## src/design/asmsq_pkg.sv

```systemverilog
// constants, states and timing for the converter mode sequencer
package asmsq_pkg;
	// clock and time figures
	localparam int          CLK_PERIOD_NS    = 25;
	localparam int          INT_CONV_MAX_NS  = 6000;
	localparam int          INT_CONV_CYCLES  = INT_CONV_MAX_NS / CLK_PERIOD_NS;
	localparam int          CAL_CYCLES_DEF   = 80000;
	// frame lengths and acquisition ends in serial clocks
	localparam logic [5:0]  FRAME_SHORT      = 6'h18;
	localparam logic [5:0]  FRAME_LONG       = 6'h20;
	localparam logic [5:0]  ACQ_END_SHORT    = 6'h06;
	localparam logic [5:0]  ACQ_END_LONG     = 6'h0e;
	localparam logic [5:0]  READ_BITS        = 6'h10;
	localparam logic [5:0]  CTRL_DECODE_BIT  = 6'h07;
	localparam logic [3:0]  READ_LAST        = 4'hf;
	// control byte bit positions after seven bits shifted in
	localparam int          POS_UNI          = 5;
	localparam int          POS_INT          = 4;
	localparam int          POS_M1           = 3;
	localparam int          POS_M0           = 2;
	localparam int          POS_P2           = 1;
	localparam int          POS_P1           = 0;
	// mode codes
	localparam logic [1:0]  MODE_SHORT       = 2'h0;
	localparam logic [1:0]  MODE_CAL         = 2'h1;
	localparam logic [1:0]  MODE_POWER_DOWN_PIN        = 2'h2;
	localparam logic [1:0]  MODE_LONG        = 2'h3;
	// values after reset
	localparam logic        RST_UNI          = 1'b0;
	localparam logic        RST_INT_CLK      = 1'b1;
	localparam logic [2:0]  RST_USER         = 3'h0;
	// sync flops clear to idle pins: clock low, data low, select and shutdown high
	localparam logic [3:0]  RST_PINS         = 4'h3;

	typedef enum logic [2:0] {
		ST_IDLE  = 3'b000,
		ST_CTRL  = 3'b001,
		ST_CONV  = 3'b011,
		ST_READ  = 3'b010,
		ST_ICONV = 3'b110,
		ST_CAL   = 3'b111,
		ST_SLEEP = 3'b101
	} asmsq_state_t;
endpackage : asmsq_pkg

```

## src/design/asmsq_sync.sv

```systemverilog
// two-flop synchroniser for pins from outside the clock domain
`timescale 1ns/1ps
`default_nettype none
module asmsq_sync #(
	parameter int           W       = 4,
	parameter logic [W-1:0] RST_VAL = '0
) (
	input  wire logic         clk,
	input  wire logic         resetn,
	input  wire logic [W-1:0] async_in,
	output var  logic [W-1:0] sync_out
);
	logic [W-1:0] meta_reg;

	// first stage feeds only the second stage; reset to idle levels avoids false events
	always_ff @(posedge clk or negedge resetn) begin
		if (!resetn) begin
			meta_reg <= RST_VAL;
			sync_out <= RST_VAL;
		end else begin
			meta_reg <= async_in;
			sync_out <= meta_reg;
		end
	end
endmodule : asmsq_sync
`default_nettype wire

```

## src/design/asmsq_top.sv

```systemverilog
// serial mode sequencer of a 14-bit successive-approximation converter
//
// Function
// mode 00: 5.5 acquisition, 24-clock frame
// mode 11: 13.5 acquisition, 32-clock frame
// control byte mode 01 starts calibration
// calibration lasts about 80,000 clocks
// reset, shutdown pin, start bit abort calibration
// mode 10: finish conversion, then power down
// power-down wakes on new start bit
// shutdown-mode conversion reuses previous acquisition length
// host uses three byte transfers per conversion; mode 11 frames here take 32 clocks, four bytes
// host limits external short unipolar to 125ksps
// external long mode runs 150ksps both polarities
// host switches mux right after acquisition
// host calibrates in the clock mode used
// host recalibrates when clocking changes
// first high data bit while idle starts
// conversion begins after seventh control bit fall
// result shifted out most significant bit first
// reset: user outputs low, bipolar, internal clock
// host supplies every clock of the frame
`timescale 1ns/1ps
`default_nettype none
module asmsq_top #(
	parameter int CAL_CYCLES = asmsq_pkg::CAL_CYCLES_DEF
) (
	input  wire logic        clk,
	input  wire logic        resetn,
	input  wire logic        sclk_pin,
	input  wire logic        din_pin,
	input  wire logic        cs_n_pin,
	input  wire logic        power_down_pin_n,
	input  wire logic [13:0] result_data,
	output var  logic        dout,
	output var  logic        dout_oe,
	output var  logic        conversion_strobe,
	output var  logic        user_output_0,
	output var  logic        user_output_1,
	output var  logic        user_output_2,
	output var  logic        polarity_select,
	output var  logic        int_clock_mode,
	output var  logic        mode_sel_hi,
	output var  logic        mode_sel_lo,
	output var  logic        acquiring,
	output var  logic        converting,
	output var  logic        calibrating,
	output var  logic        powered_down
);
	typedef struct packed {
		asmsq_pkg::asmsq_state_t state;
		logic                    sclk_d;
		logic [5:0]              bitcnt;
		logic [6:0]              shreg;
		logic                    uni;
		logic                    int_clk;
		logic                    acq_long;
		logic [1:0]              mode;
		logic [2:0]              user;
		logic [15:0]             out_sh;
		logic [3:0]              rd_cnt;
		logic [16:0]             cnt;
		logic                    pd_pending;
		logic                    rearm;
		logic                    dout;
		logic                    dout_oe;
		logic                    strobe;
		logic                    acq;
		logic                    conv;
		logic                    cal;
		logic                    pd;
	} asmsq_regs_t;

	asmsq_regs_t r_reg;
	asmsq_regs_t r_next;
	logic [3:0]  pins_sync;
	logic        s_sclk;
	logic        s_din;
	logic        s_cs_n;
	logic        s_pd_n;

	// cleared flops must read as idle pins, else reset looks like a shutdown request
	asmsq_sync #(.W(4), .RST_VAL(asmsq_pkg::RST_PINS)) u_sync (
		.clk      (clk),
		.resetn   (resetn),
		.async_in ({sclk_pin, din_pin, cs_n_pin, power_down_pin_n}),
		.sync_out (pins_sync)
	);
	assign {s_sclk, s_din, s_cs_n, s_pd_n} = pins_sync;

	// frame length for the chosen acquisition
	function automatic logic [5:0] frame_len(input logic lng);
		frame_len = lng ? asmsq_pkg::FRAME_LONG : asmsq_pkg::FRAME_SHORT;
	endfunction : frame_len

	// restart the frame on a start bit
	function automatic asmsq_regs_t begin_frame(input asmsq_regs_t v);
		asmsq_regs_t o;
		o        = v;
		o.state  = asmsq_pkg::ST_CTRL;
		o.shreg  = 7'h01;
		o.bitcnt = 6'h01;
		o.acq    = 1'b1;
		o.rearm  = 1'b0;
		o.dout   = 1'b0;
		begin_frame = o;
	endfunction : begin_frame

	// next-state logic of the whole sequencer
	always_comb begin
		logic rise;
		logic fall;
		logic start_hit;
		logic [1:0] m;
		rise      = s_sclk & ~r_reg.sclk_d;
		fall      = ~s_sclk & r_reg.sclk_d;
		start_hit = rise & ~s_cs_n & s_din;
		m         = 2'h0;
		r_next        = r_reg;
		r_next.sclk_d = s_sclk;
		r_next.dout_oe = ~s_cs_n;
		if (s_cs_n) begin
			r_next.rearm = 1'b1;
		end
		// count serial clocks and catch the last user bit in any busy state
		if (rise && r_reg.state != asmsq_pkg::ST_IDLE && r_reg.state != asmsq_pkg::ST_SLEEP) begin
			r_next.bitcnt = r_reg.bitcnt + 6'h01;
			if (r_reg.bitcnt == asmsq_pkg::CTRL_DECODE_BIT) begin
				r_next.user[0] = s_din;
			end
		end
		// end of acquisition window
		if (fall && r_reg.acq && r_reg.state != asmsq_pkg::ST_CTRL) begin
			if (r_reg.bitcnt == (r_reg.acq_long ? asmsq_pkg::ACQ_END_LONG
					: asmsq_pkg::ACQ_END_SHORT)) begin
				r_next.acq = 1'b0;
			end
		end
		case (r_reg.state)
			asmsq_pkg::ST_IDLE, asmsq_pkg::ST_SLEEP: begin
				if (start_hit) begin
					r_next = begin_frame(r_next);
				end
			end
			asmsq_pkg::ST_CTRL: begin
				if (rise) begin
					r_next.shreg = {r_reg.shreg[5:0], s_din};
				end
				// short acquisition ends on fall six, before the byte is decoded
				if (fall && r_reg.bitcnt == asmsq_pkg::ACQ_END_SHORT) begin
					m = {r_reg.shreg[asmsq_pkg::POS_M1 - 1], r_reg.shreg[asmsq_pkg::POS_M0 - 1]};
					if (m == asmsq_pkg::MODE_SHORT
							|| (m == asmsq_pkg::MODE_POWER_DOWN_PIN && !r_reg.acq_long)) begin
						r_next.acq = 1'b0;
					end
				end
				// decode once the seventh bit is in, act on its falling edge
				if (fall && r_reg.bitcnt == asmsq_pkg::CTRL_DECODE_BIT) begin
					m               = {r_reg.shreg[asmsq_pkg::POS_M1], r_reg.shreg[asmsq_pkg::POS_M0]};
					r_next.uni      = r_reg.shreg[asmsq_pkg::POS_UNI];
					r_next.int_clk  = r_reg.shreg[asmsq_pkg::POS_INT];
					r_next.user[2]  = r_reg.shreg[asmsq_pkg::POS_P2];
					r_next.user[1]  = r_reg.shreg[asmsq_pkg::POS_P1];
					r_next.mode     = m;
					r_next.pd_pending = (m == asmsq_pkg::MODE_POWER_DOWN_PIN);
					if (m != asmsq_pkg::MODE_POWER_DOWN_PIN) begin
						r_next.acq_long = (m == asmsq_pkg::MODE_LONG);
					end
					r_next.cnt = 17'h0_0000;
					if (m == asmsq_pkg::MODE_CAL) begin
						r_next.state  = asmsq_pkg::ST_CAL;
						r_next.acq    = 1'b0;
						r_next.strobe = ~r_reg.shreg[asmsq_pkg::POS_INT];
					end else if (r_reg.shreg[asmsq_pkg::POS_INT]) begin
						r_next.state  = asmsq_pkg::ST_ICONV;
						r_next.acq    = 1'b0;
						r_next.strobe = 1'b0;
					end else begin
						r_next.state  = asmsq_pkg::ST_CONV;
					end
				end
			end
			asmsq_pkg::ST_CONV: begin
				// readout takes the last sixteen clocks of the frame
				if (fall && r_reg.bitcnt == frame_len(r_reg.acq_long) - asmsq_pkg::READ_BITS) begin
					r_next.state  = asmsq_pkg::ST_READ;
					r_next.out_sh = {result_data[12:0], 3'h0};
					r_next.dout   = result_data[13];
					r_next.rd_cnt = 4'h0;
					r_next.strobe = 1'b1;
				end
			end
			asmsq_pkg::ST_ICONV: begin
				r_next.cnt = r_reg.cnt + 17'h0_0001;
				if (r_reg.cnt == 17'(asmsq_pkg::INT_CONV_CYCLES - 1)) begin
					r_next.state  = asmsq_pkg::ST_READ;
					r_next.out_sh = {result_data[12:0], 3'h0};
					r_next.dout   = result_data[13];
					r_next.rd_cnt = 4'h0;
					r_next.strobe = 1'b1;
				end
			end
			asmsq_pkg::ST_READ: begin
				if (!r_reg.int_clk) begin
					r_next.strobe = 1'b0; // external strobe is a one-cycle mark
				end
				if (fall) begin
					if (r_reg.rd_cnt == asmsq_pkg::READ_LAST) begin
						r_next.dout  = 1'b0;
						r_next.state = r_reg.pd_pending ? asmsq_pkg::ST_SLEEP
							: asmsq_pkg::ST_IDLE;
					end else begin
						r_next.dout   = r_reg.out_sh[15];
						r_next.out_sh = {r_reg.out_sh[14:0], 1'b0};
						r_next.rd_cnt = r_reg.rd_cnt + 4'h1;
					end
				end
			end
			asmsq_pkg::ST_CAL: begin
				r_next.cnt = r_reg.cnt + 17'h0_0001;
				if (r_reg.cnt == 17'(CAL_CYCLES - 1)) begin
					r_next.state  = asmsq_pkg::ST_IDLE;
					r_next.strobe = r_reg.int_clk;
				end
			end
			default: begin
				r_next.state = asmsq_pkg::ST_IDLE;
			end
		endcase
		// a fresh start bit after chip select pulsed high ends the current job
		if (r_reg.rearm && start_hit && r_reg.state != asmsq_pkg::ST_IDLE
				&& r_reg.state != asmsq_pkg::ST_SLEEP) begin
			r_next        = begin_frame(r_next);
			r_next.strobe = r_reg.int_clk;
		end
		// shutdown pin overrides everything, calibration included
		if (!s_pd_n) begin
			r_next.state  = asmsq_pkg::ST_SLEEP;
			r_next.acq    = 1'b0;
			r_next.dout   = 1'b0;
			r_next.strobe = r_reg.int_clk;
		end
		r_next.conv = (r_next.state == asmsq_pkg::ST_CONV || r_next.state == asmsq_pkg::ST_ICONV);
		r_next.cal  = (r_next.state == asmsq_pkg::ST_CAL);
		r_next.pd   = (r_next.state == asmsq_pkg::ST_SLEEP);
	end

	// single state register; reset gives bipolar, internal clock, user outputs low, strobe high
	always_ff @(posedge clk or negedge resetn) begin
		if (!resetn) begin
			r_reg            <= '0;
			r_reg.state      <= asmsq_pkg::ST_IDLE;
			r_reg.uni        <= asmsq_pkg::RST_UNI;
			r_reg.int_clk    <= asmsq_pkg::RST_INT_CLK;
			r_reg.user       <= asmsq_pkg::RST_USER;
			r_reg.strobe     <= 1'b1;
		end else begin
			r_reg <= r_next;
		end
	end

	// outputs straight from the state register
	assign dout              = r_reg.dout;
	assign dout_oe           = r_reg.dout_oe;
	assign conversion_strobe = r_reg.strobe;
	assign user_output_0     = r_reg.user[0];
	assign user_output_1     = r_reg.user[1];
	assign user_output_2     = r_reg.user[2];
	assign polarity_select   = r_reg.uni;
	assign int_clock_mode    = r_reg.int_clk;
	assign mode_sel_hi       = r_reg.mode[1];
	assign mode_sel_lo       = r_reg.mode[0];
	assign acquiring         = r_reg.acq;
	assign converting        = r_reg.conv;
	assign calibrating       = r_reg.cal;
	assign powered_down      = r_reg.pd;
endmodule : asmsq_top
`default_nettype wire

```

## config.mk

```make
export PLATFORM = sky130hd
export DESIGN_NAME = asmsq_top
export DESIGN_NICKNAME = d
export VERILOG_FILES = /design/src/design/asmsq_pkg.sv /design/src/design/asmsq_sync.sv /design/src/design/asmsq_top.sv
export SDC_FILE = /design/constraint.sdc
export NUM_CORES = 1
export LEC_CHECK = 0
export BUFFER_PORTS_ARGS = -buffer_cell sky130_fd_sc_hd__buf_2
export CORE_UTILIZATION = 50
export CTS_CLUSTER_DIAMETER = 150
export DETAILED_ROUTE_END_ITERATION = 10
export PLACE_DENSITY = 0.69
export SLEW_MARGIN = 20
export SYNTH_ARGS = -nofsm -noshare
export SYNTH_HDL_FRONTEND = slang
export SYNTH_SLANG_ARGS = --single-unit
```

## constraint.sdc

```tcl
create_clock -name clk -period 2.5 [get_ports clk]
set_clock_uncertainty 0.1 [all_clocks]
set_input_delay 0.5 -clock clk [delete_from_list [all_inputs] [get_ports clk]]
set_output_delay 0.5 -clock clk [all_outputs]
set_load 0.05 [all_outputs]
```

==> results of run 1 <==
[path summary, 6_finish.rpt]
check	startpoint	end	slack [ns]	cells past startpoint
max	r_reg[13]	powered_down	0.09	6
min	power_down_pin_n	u_sync.meta_reg[0]	0.14	1
max reg2reg	r_reg[13]	powered_down	0.09	6
min reg2reg	u_sync.meta_reg[2]	u_sync.sync_out[2]	0.25	0
max in group asynchronous	resetn	u_sync.meta_reg[1]	1.15	3
min in group asynchronous	resetn	r_reg[55]	0.53	2
[synthesized netlist by cell type (all sizes together), types with 7 or more instances]
cell type	instances
nor2	38
xor2	12
clkbuf	15
xnor2	8
nand2	66
o21ai	30
mux2i	15
nand3	18
nand4	8
inv	7
dfrtp	69
nor2b	8
[metal layers]
metal / part of all wire / vias to the layer above
li1: - / 1423
met1: 0.47 / 1407
met2: 0.47 / 67
met3: 0.038 / 14
met4: 0.019 / 0
met5: 0 / -
[layout make-up]
cell class | instances | area share
Timing Repair Buffer | 57 | 0.0813
Clock buffer | 12 | 0.0379
Sequential cell | 75 | 0.432
Inverter | 7 | 0.00603
Multi-Input combinational cell | 281 | 0.403
Tap cell | 99 | 0.0284
Clock inverter | 4 | 0.0109
[metrics by stage]
stage	hold slack, ns	utilization	instance area [sq um]	setup slack (ns)	std cells
floorplan	0.104	-	3700	0.169	380
global placement	0.234	0.566	4090	0.122	516
detailed placement	0.237	0.566	4090	0.0763	516
CTS	0.126	0.597	4310	0.0605	533
global route	0.124	0.604	4360	0.00313	535
finish	0.143	0.604	4360	0.0877	535
[power groups by stage]
stage | Clock (W) | Combinational, W | Sequential [W]
after floorplan | 0 | 0.000349 | 0.00142
after global placement | 0 | 0.000544 | 0.00141
after detailed placement | 0 | 0.000562 | 0.00142
after CTS | 0.00101 | 0.000567 | 0.00139
after global routing | 0.00106 | 0.000645 | 0.00141
final | 0.000971 | 0.000574 | 0.00140
[logic make-up after synthesis]
family	after synthesis
simple gates	174
compound gates	65
flops	75
xor+xnor	20
buf+inv	24
fa+ha+maj	5
mux	17
[cell usage in the layout, fill, tap and decap left out, drive strengths merged, types with 6 or more instances in the layout]
cell    synthesis  final
dfrtp          69     69
nand2          66     66
buf             2     56
nor2           38     38
o21ai          30     30
nand3          18     18
mux2i          15     15
xor2           12     12
clkbuf         15     12
nor2b           8      8
nand4           8      8
xnor2           8      8
inv             7      7
dfstp           6      6
[worst register-to-register path, cell delays in order (launching register included)]
cell and delay (ns):
dfrtp_1 0.37, or4b_1 0.52, or4_4 0.45, o211ai_4 0.28, and4b_2 0.33, o21ai_2 0.07, and3_1 0.18
[repair_timing]
action | CTS | global route
setup endpoints to repair | 0 | 18
hold buffers | 1 | 0
setup buffers | 0 | 2
gates resized for setup | 0 | 7
endpoints found under the hold margin | 21 | 0
==> metrics.md, run 1 <==
| Metric | Value |
|---|---|
| Total negative setup slack | 0 ns |
| Cells after Synth | 380 |
| Vias in the first global route | 2786 |
| Register bit total from synthesis | 75 |
| Yosys warnings | 0 |
| Number of core rows | 31 |
| Crit path largest cell delay | 0.52 ns |
| Pint | 0.00208 W |
| Port Buf Inserts | 33 |
| Iter 0 DRT Violations | 131 |
| Ant diodes | 0 |
| Core footprint | 7210 sq um |
| Top_reg_cell synth | dfrtp_1 |
| Clock power frac | 0.330 |
| Area contributors post-synth | dfrtp_1, nand2_1, dfstp_2, mux2i_1, nor2_1 |
| Seq/Total Area, Yosys | 0.509 |
| Slew headroom | 0.657 |
| XOR/XNOR Fraction of Synth Area | 0.0473 |
| H-tree level count | 3 |
| Crit-path cells | or4b_1 -> or4_4 -> o211ai_4 -> and4b_2 -> o21ai_2 -> and3_1 |
| Routed vias/inst | 5.44 |
| Met3 global-route usage | 0.0452 |
| Multiplexer share of the synthesized area | 0.0466 |
| Worst Tran Pin Value | 0.512 ns |
| Total GRT Usage | 0.226 |
| Detailed Route WL | 7850 um |
| Die area | 7760 sq um |
| RSZ-0062 raised after global routing | false |
| Final nets | 456 |
| DRC | 0 |
| Status | completed |
| Yosys top cell by area | dfrtp_1 |
| Largest net degree at the start of global routing | 34 |
| WS Path Type | flip-flop to flip-flop |
| Power Dens Cells | 675 nW/um^2 |
| Via Count | 2911 |
| Total power | 0.00294 W |
| Switching portion of total power | 0.294 |
| Comb pwr share | 0.195 |
| GR Util met2 | 0.347 |
| Fin crit share | 0.965 |
| Setup Viol. Count Final | 0 |
| Root Buffer | clkbuf_8 |
| Number of max-cap violations | 0 |
| Buf/Inv on CP | 0 |
| Final Hold Fails | 0 |
| Bufs on Longest Clock Path | 2 |
| Met1 Usage GRT | 0.314 |
| Final Wtd Congestion | 0.856 |
| Die height | 88.1 um |
| GRT Max-Usage Layer | met2 |
| Post-route ant nets | 0 |
| Kind of cell adding the most delay to the critical path | simple AND/OR/NAND/NOR gates |
| Synthesized area | 3700 sq um |
| Synthesis-to-layout area growth | 17.7% |
| Fin crit period | 2.41 ns |
| Drt first pass iters | 4 |
| Largest family of logic cells by synthesized area | simple AND/OR/NAND/NOR gates |
| Post-synth EDFFs | 0 |
| Worst Setup End Kind | flip-flop |
| First-pass GRT wire length | 13300 um |
| FMAX | 415 MHz |
| Fraction of registers with async set/reset | 1.00 |
| Synth cell types | 62 |
| CP Data Required Time | 2.63 ns |
| I/O Pins | 34 |
| Post-synthesis simple-gate area fraction | 0.233 |
| Switching power | 0.000866 W |
| Hpwl dp | 5540 um |
| Total gr overflow | 0 |
| Layout cells sized above 1 | 0.213 |
| FF+latch area | 1880 sq um |
| Initial antenna violation count | 0 |
| Startpoint class of the critical path | flip-flop |
| Clock Sinks | 75 |
| Max FO, Critical Path | 4 |
| Die width | 88.1 um |
| Pleak | 2.11 nW |
| Maximum VDD drop | 0.000545 V |
| Max Slew Vio Count | 0 |
| CTS tree | yes |
| Worst-path clk slew | 0.08 ns |
| Synth Area in Adders | 0.0169 |
| Starting Density | 0.513 |
| Avg Inst Size Synth | 9.75 sq um |
| Clk_lat worst skew | 0.35 ns |
| CP arrival | 2.55 ns |
| Slowest stage cell, crit path | or4b_1 |
| Post-synth top area share | 0.466 |
| Compound-cell area share of the yosys netlist | 0.122 |
| Hold WC Path Type | input port to flip-flop |
| Multi-input gate area | 1760 sq um |
| Max reg flops | 53 |
| Part of the power in registers | 0.475 |
| Fillers | 634 |
| Number of buffers created by CTS | 9 |
| DR WL/cell | 14.7 um |
| Mapped Nets | 405 |
Power figures use the tool's default switching activity.
==> run 2, diff against run 1 <==
--- a/config.mk
+++ b/config.mk
@@ -6,10 +6,10 @@
 export NUM_CORES = 1
 export LEC_CHECK = 0
 export BUFFER_PORTS_ARGS = -buffer_cell sky130_fd_sc_hd__buf_2
-export CORE_UTILIZATION = 50
+export CORE_UTILIZATION = 52
 export CTS_CLUSTER_DIAMETER = 150
 export DETAILED_ROUTE_END_ITERATION = 10
-export PLACE_DENSITY = 0.69
+export PLACE_DENSITY = 0.71
 export SLEW_MARGIN = 20
 export SYNTH_ARGS = -nofsm -noshare
 export SYNTH_HDL_FRONTEND = slang
==> metrics.md, run 2 (synthesis gave the netlist of run 1 again) <==
| Metric | Value |
|---|---|
| WS Path Type | flip-flop to flip-flop |
| Comb pwr share | 0.199 |
| Pint | 0.00202 W |
| Port Buf Inserts | 33 |
| Slew headroom | 0.670 |
| DRC | 0 |
| Fin crit share | 0.976 |
| Total negative setup slack | 0 ns |
| RSZ-0062 raised after global routing | true |
| Vias in the first global route | 2921 |
| I/O Pins | 34 |
| Crit-path cells | or4b_1 -> or4_1 -> o211ai_2 -> nand3_2 -> o21bai_1 -> a22o_1 |
| Hold WC Path Type | input port to flip-flop |
| Total GRT Usage | 0.236 |
| Commonest non-fill, non-tap cell in the layout | dfrtp_1 |
| Final Hold Fails | 0 |
| Clock power frac | 0.319 |
| Pleak | 2.08 nW |
| Max Slew Vio Count | 0 |
| Fin crit period | 2.44 ns |
| Setup Viol. Count Final | 0 |
| Starting Density | 0.542 |
| Ant diodes | 0 |
| Startpoint class of the critical path | flip-flop |
| First-pass GRT wire length | 13400 um |
| DR WL/cell | 14.5 um |
| Largest net degree at the start of global routing | 31 |
| Die area | 7460 sq um |
| H-tree level count | 3 |
| Die width | 86.4 um |
| Clock Sinks | 75 |
| Number of buffers created by CTS | 9 |
| Status | completed |
| Switching portion of total power | 0.298 |
| Slowest stage cell, crit path | or4b_1 |
| Worst-path clk slew | 0.08 ns |
| Die height | 86.4 um |
| Number of core rows | 30 |
| Total power | 0.00288 W |
| Synthesis-to-layout area growth | 15.9% |
| Initial antenna violation count | 0 |
| Bufs on Longest Clock Path | 2 |
| Final Wtd Congestion | 0.888 |
| Via Count | 2858 |
| Total gr overflow | 0 |
| Drt first pass iters | 4 |
| Crit path largest cell delay | 0.52 ns |
| CP arrival | 2.58 ns |
| Power Dens Cells | 671 nW/um^2 |
| Commonest non-fill, non-tap cells in the layout | dfrtp_1, nand2_1, nor2_1 |
| Max FO, Critical Path | 5 |
| Hpwl dp | 5580 um |
| Number of max-cap violations | 0 |
| CP Data Required Time | 2.64 ns |
| Max reg flops | 53 |
| Final nets | 453 |
| Root Buffer | clkbuf_8 |
| Part of the power in registers | 0.482 |
| Iter 0 DRT Violations | 172 |
| Core footprint | 6830 sq um |
| CTS tree | yes |
| Post-route ant nets | 0 |
| Detailed Route WL | 7680 um |
| Maximum VDD drop | 0.000479 V |
| FMAX | 410 MHz |
| Worst Tran Pin Value | 0.491 ns |
| Layout cells sized above 1 | 0.201 |
| Worst Setup End Kind | flip-flop |
| Switching power | 0.000859 W |
| Clk_lat worst skew | 0.35 ns |
| Routed vias/inst | 5.40 |
[run 2: path summary, 6_finish.rpt]
check	startpoint	endpoint	slack (ns)	cells past startpoint
setup / recovery	r_reg[21]	r_reg[28]	0.06	6
hold / removal	cs_n_pin	u_sync.meta_reg[1]	0.15	1
setup reg to reg	r_reg[21]	r_reg[28]	0.06	6
hold reg to reg	u_sync.meta_reg[2]	u_sync.sync_out[2]	0.25	0
max in group asynchronous	resetn	u_sync.sync_out[1]	1.16	3
min in group asynchronous	resetn	user_output_2	0.50	2
[run 2: cell type report]
class | instances | area, sq um
fill | 600 | 2540
tap | 96 | 120
clock inverter | 4 | 50.0
timing repair buffer | 54 | 332
inverter | 7 | 26.3
multi-input combinational | 281 | 1740
clock buffer | 12 | 145
sequential | 75 | 1880
[run 2: power groups by stage]
stage	Sequential [W]	Combinational, W	Clock, W
after floorplan	0.00142	0.000349	0
after global placement	0.00141	0.000544	0
after detailed placement	0.00141	0.000564	0
after CTS	0.00139	0.000569	0.000947
after global routing	0.00140	0.000634	0.000984
final	0.00139	0.000573	0.000920
[run 2: worst max-delay path, delay by kind of cell (launching register included)]
family           cells  cell delay (ns)
flip-flops           1             0.42
AO/OA/AOI/OAI        3             0.66
AND/OR/NAND/NOR      3             1.14
[run 2: metal layers]
metal  up-vias  GRT usage  part of all wire
met1      1362      0.317              0.48
met3         6     0.0410             0.039
met4         0     0.0939            0.0091
met5         -          0                 0
li1       1417          -                 -
met2        73      0.382              0.47
[run 2: timing repair]
item,CTS,global route
gates resized for setup,0,4
endpoints found under the setup margin,0,20
buffers inserted,0,1
hold endpoints to repair,24,0
hold buffers,1,0
[run 2: through the flow]
step	area [sq um]	util	instances	worst slack (ns)	hold WS, ns
floorplan	3700	-	380	0.169	0.104
global placement	4070	0.595	511	0.0778	0.233
detailed placement	4070	0.595	511	0.0530	0.240
CTS	4270	0.625	528	0.0286	0.126
global route	4290	0.629	529	-0.0321	0.124
finish	4290	0.629	529	0.0601	0.147
==> run 3, diff against run 2 <==
--- a/config.mk
+++ b/config.mk
@@ -6,10 +6,12 @@
 export NUM_CORES = 1
 export LEC_CHECK = 0
 export BUFFER_PORTS_ARGS = -buffer_cell sky130_fd_sc_hd__buf_2
-export CORE_UTILIZATION = 52
+export CAP_MARGIN = 25
+export CORE_UTILIZATION = 59
 export CTS_CLUSTER_DIAMETER = 150
 export DETAILED_ROUTE_END_ITERATION = 10
-export PLACE_DENSITY = 0.71
+export PLACE_DENSITY = 0.79
+export RECOVER_POWER = 100
 export SLEW_MARGIN = 20
 export SYNTH_ARGS = -nofsm -noshare
 export SYNTH_HDL_FRONTEND = slang
==> metrics.md, run 3 (synthesis gave the netlist of run 1 again) <==
| Metric | Value |
|---|---|
| Largest net degree at the start of global routing | 37 |
| Setup Viol. Count Final | 0 |
| Fillers | 454 |
| Status | completed |
| Pleak | 2.02 nW |
| Layout cells sized above 1 | 0.155 |
| Hold Buf Count CTS | 0 |
| Number of buffers created by CTS | 9 |
| Hold WC Path Type | input port to flip-flop |
| FMAX | 409 MHz |
| Via Count | 2951 |
| FF+latch area | 1880 sq um |
| Buf/Inv on CP | 0 |
| Worst Setup End Kind | flip-flop |
| Core footprint | 5990 sq um |
| Multi-input gate area | 1740 sq um |
| Worst-path clk slew | 0.08 ns |
| Number of core rows | 28 |
| Fin crit share | 0.979 |
| Number of max-cap violations | 0 |
| Commonest non-fill, non-tap cell in the layout | dfrtp_1 |
| Commonest non-fill, non-tap cells in the layout | dfrtp_1, nand2_1, nor2_1 |
| First-pass GRT wire length | 13400 um |
| Maximum VDD drop | 0.000611 V |
| Max Slew Vio Count | 0 |
| Ant diodes | 0 |
| Bufs on Longest Clock Path | 2 |
| Startpoint class of the critical path | flip-flop |
| Drt first pass iters | 4 |
| Clk_lat worst skew | 0.35 ns |
| Final Wtd Congestion | 0.872 |
| Root Buffer | clkbuf_8 |
| Final Hold Fails | 0 |
| DRC | 0 |
| Detailed Route WL | 8160 um |
| Clock Sinks | 75 |
| Crit-path cells | or4_1 -> or3_4 -> o41ai_4 -> and4b_2 -> o21ai_2 -> and3_1 |
| DR WL/cell | 16.1 um |
| I/O Pins | 34 |
| Power Dens Cells | 725 nW/um^2 |
| WS Path Type | flip-flop to flip-flop |
| CP Data Required Time | 2.64 ns |
| Die area | 6600 sq um |
| H-tree level count | 3 |
| Kind of cell adding the most delay to the critical path | simple AND/OR/NAND/NOR gates |
| Total GRT Usage | 0.274 |
| Worst Tran Pin Value | 1.37 ns |
| Hpwl dp | 5710 um |
| Iter 0 DRT Violations | 214 |
| Max FO, Critical Path | 5 |
| Max reg flops | 53 |
| Die height | 81.2 um |
| Total gr overflow | 0 |
| Routed vias/inst | 5.83 |
| Final nets | 451 |
| Hold WS | 0.139 ns |
| Die width | 81.2 um |
| Slowest stage cell, crit path | or4_1 |
| Vias in the first global route | 2824 |
| RSZ-0062 raised after global routing | true |
| Crit path largest cell delay | 0.53 ns |
| CP arrival | 2.58 ns |
| Slew headroom | 0.0847 |
| Port Buf Inserts | 33 |
| Initial antenna violation count | 0 |
| Starting Density | 0.618 |
| Placed cells | 489 |
| Non-Filler Instances | 506 |
| Post-route ant nets | 0 |
| CTS tree | yes |
| Synthesis-to-layout area growth | 14.8% |
| Fin crit period | 2.45 ns |
==> run 3: repair_timing <==
| item | CTS | global route |
|---|---|---|
| hold endpoints to repair | 0 | 0 |
| setup buffers | 0 | 1 |
| setup endpoints to repair | 1 | 16 |
| gates resized for setup | 1 | 3 |
| pin swaps | 2 | 1 |
==> run 3: stage by stage <==
stage          setup WS (ns)  setup TNS, ns  power (W)   util  cell area, sq um
6_report              0.0521              0    0.00308  0.709              4250
5_1_grt              -0.0383        -0.0544    0.00321  0.709              4250
4_1_cts               0.0752              0    0.00310  0.715              4280
3_5_place_dp          0.0234              0    0.00198  0.675              4040
3_3_place_gp          0.0911              0    0.00195  0.675              4040
2_1_floorplan          0.169              0    0.00177      -              3700
==> run 3: worst paths after layout <==
path	slack (ns)	cells after the start	endpoint	from
worst max register to register	0.05	6	powered_down	r_reg[17]
min in group asynchronous	0.35	1	r_reg[18]	resetn
worst min-delay path	0.14	1	u_sync.meta_reg[1]	cs_n_pin
worst max-delay path	0.05	6	powered_down	r_reg[17]
worst min register to register	0.25	0	u_sync.sync_out[3]	u_sync.meta_reg[3]
max in group asynchronous	0.44	2	calibrating	resetn
==> run 3: power by group <==
group | switching, W | total [W] | internal (W) | leakage, nW
sequential | 0.0000938 | 0.00139 | 0.00130 | 0.923
combinational | 0.000345 | 0.000563 | 0.000218 | 0.977
clock | 0.000466 | 0.00113 | 0.000661 | 0.119
==> run 3: worst register-to-register path: cells and delay by family (launching register included) <==
kind / cells / cell delay [ns]
AOI/OAI and AO/OA: 2 / 0.40
DFF: 1 / 0.41
and+or+nand+nor: 4 / 1.44
==> run 3: metal layers <==
layer / global-route usage / vias to the layer above / routed length (um)
li1: - / 1406 / -
met1: 0.369 / 1420 / 3680
met2: 0.439 / 106 / 3880
met3: 0.0494 / 19 / 407
met4: 0.113 / 0 / 201
met5: 0 / - / 0
==> run 3: layout make-up <==
cell class                      count  share of cell area
Inverter                            7             0.00618
Multi-Input combinational cell    281               0.409
Tap cell                           75              0.0221
Sequential cell                    75               0.443
Timing Repair Buffer               52              0.0633
Clock buffer                        9              0.0291
Clock inverter                      7              0.0274
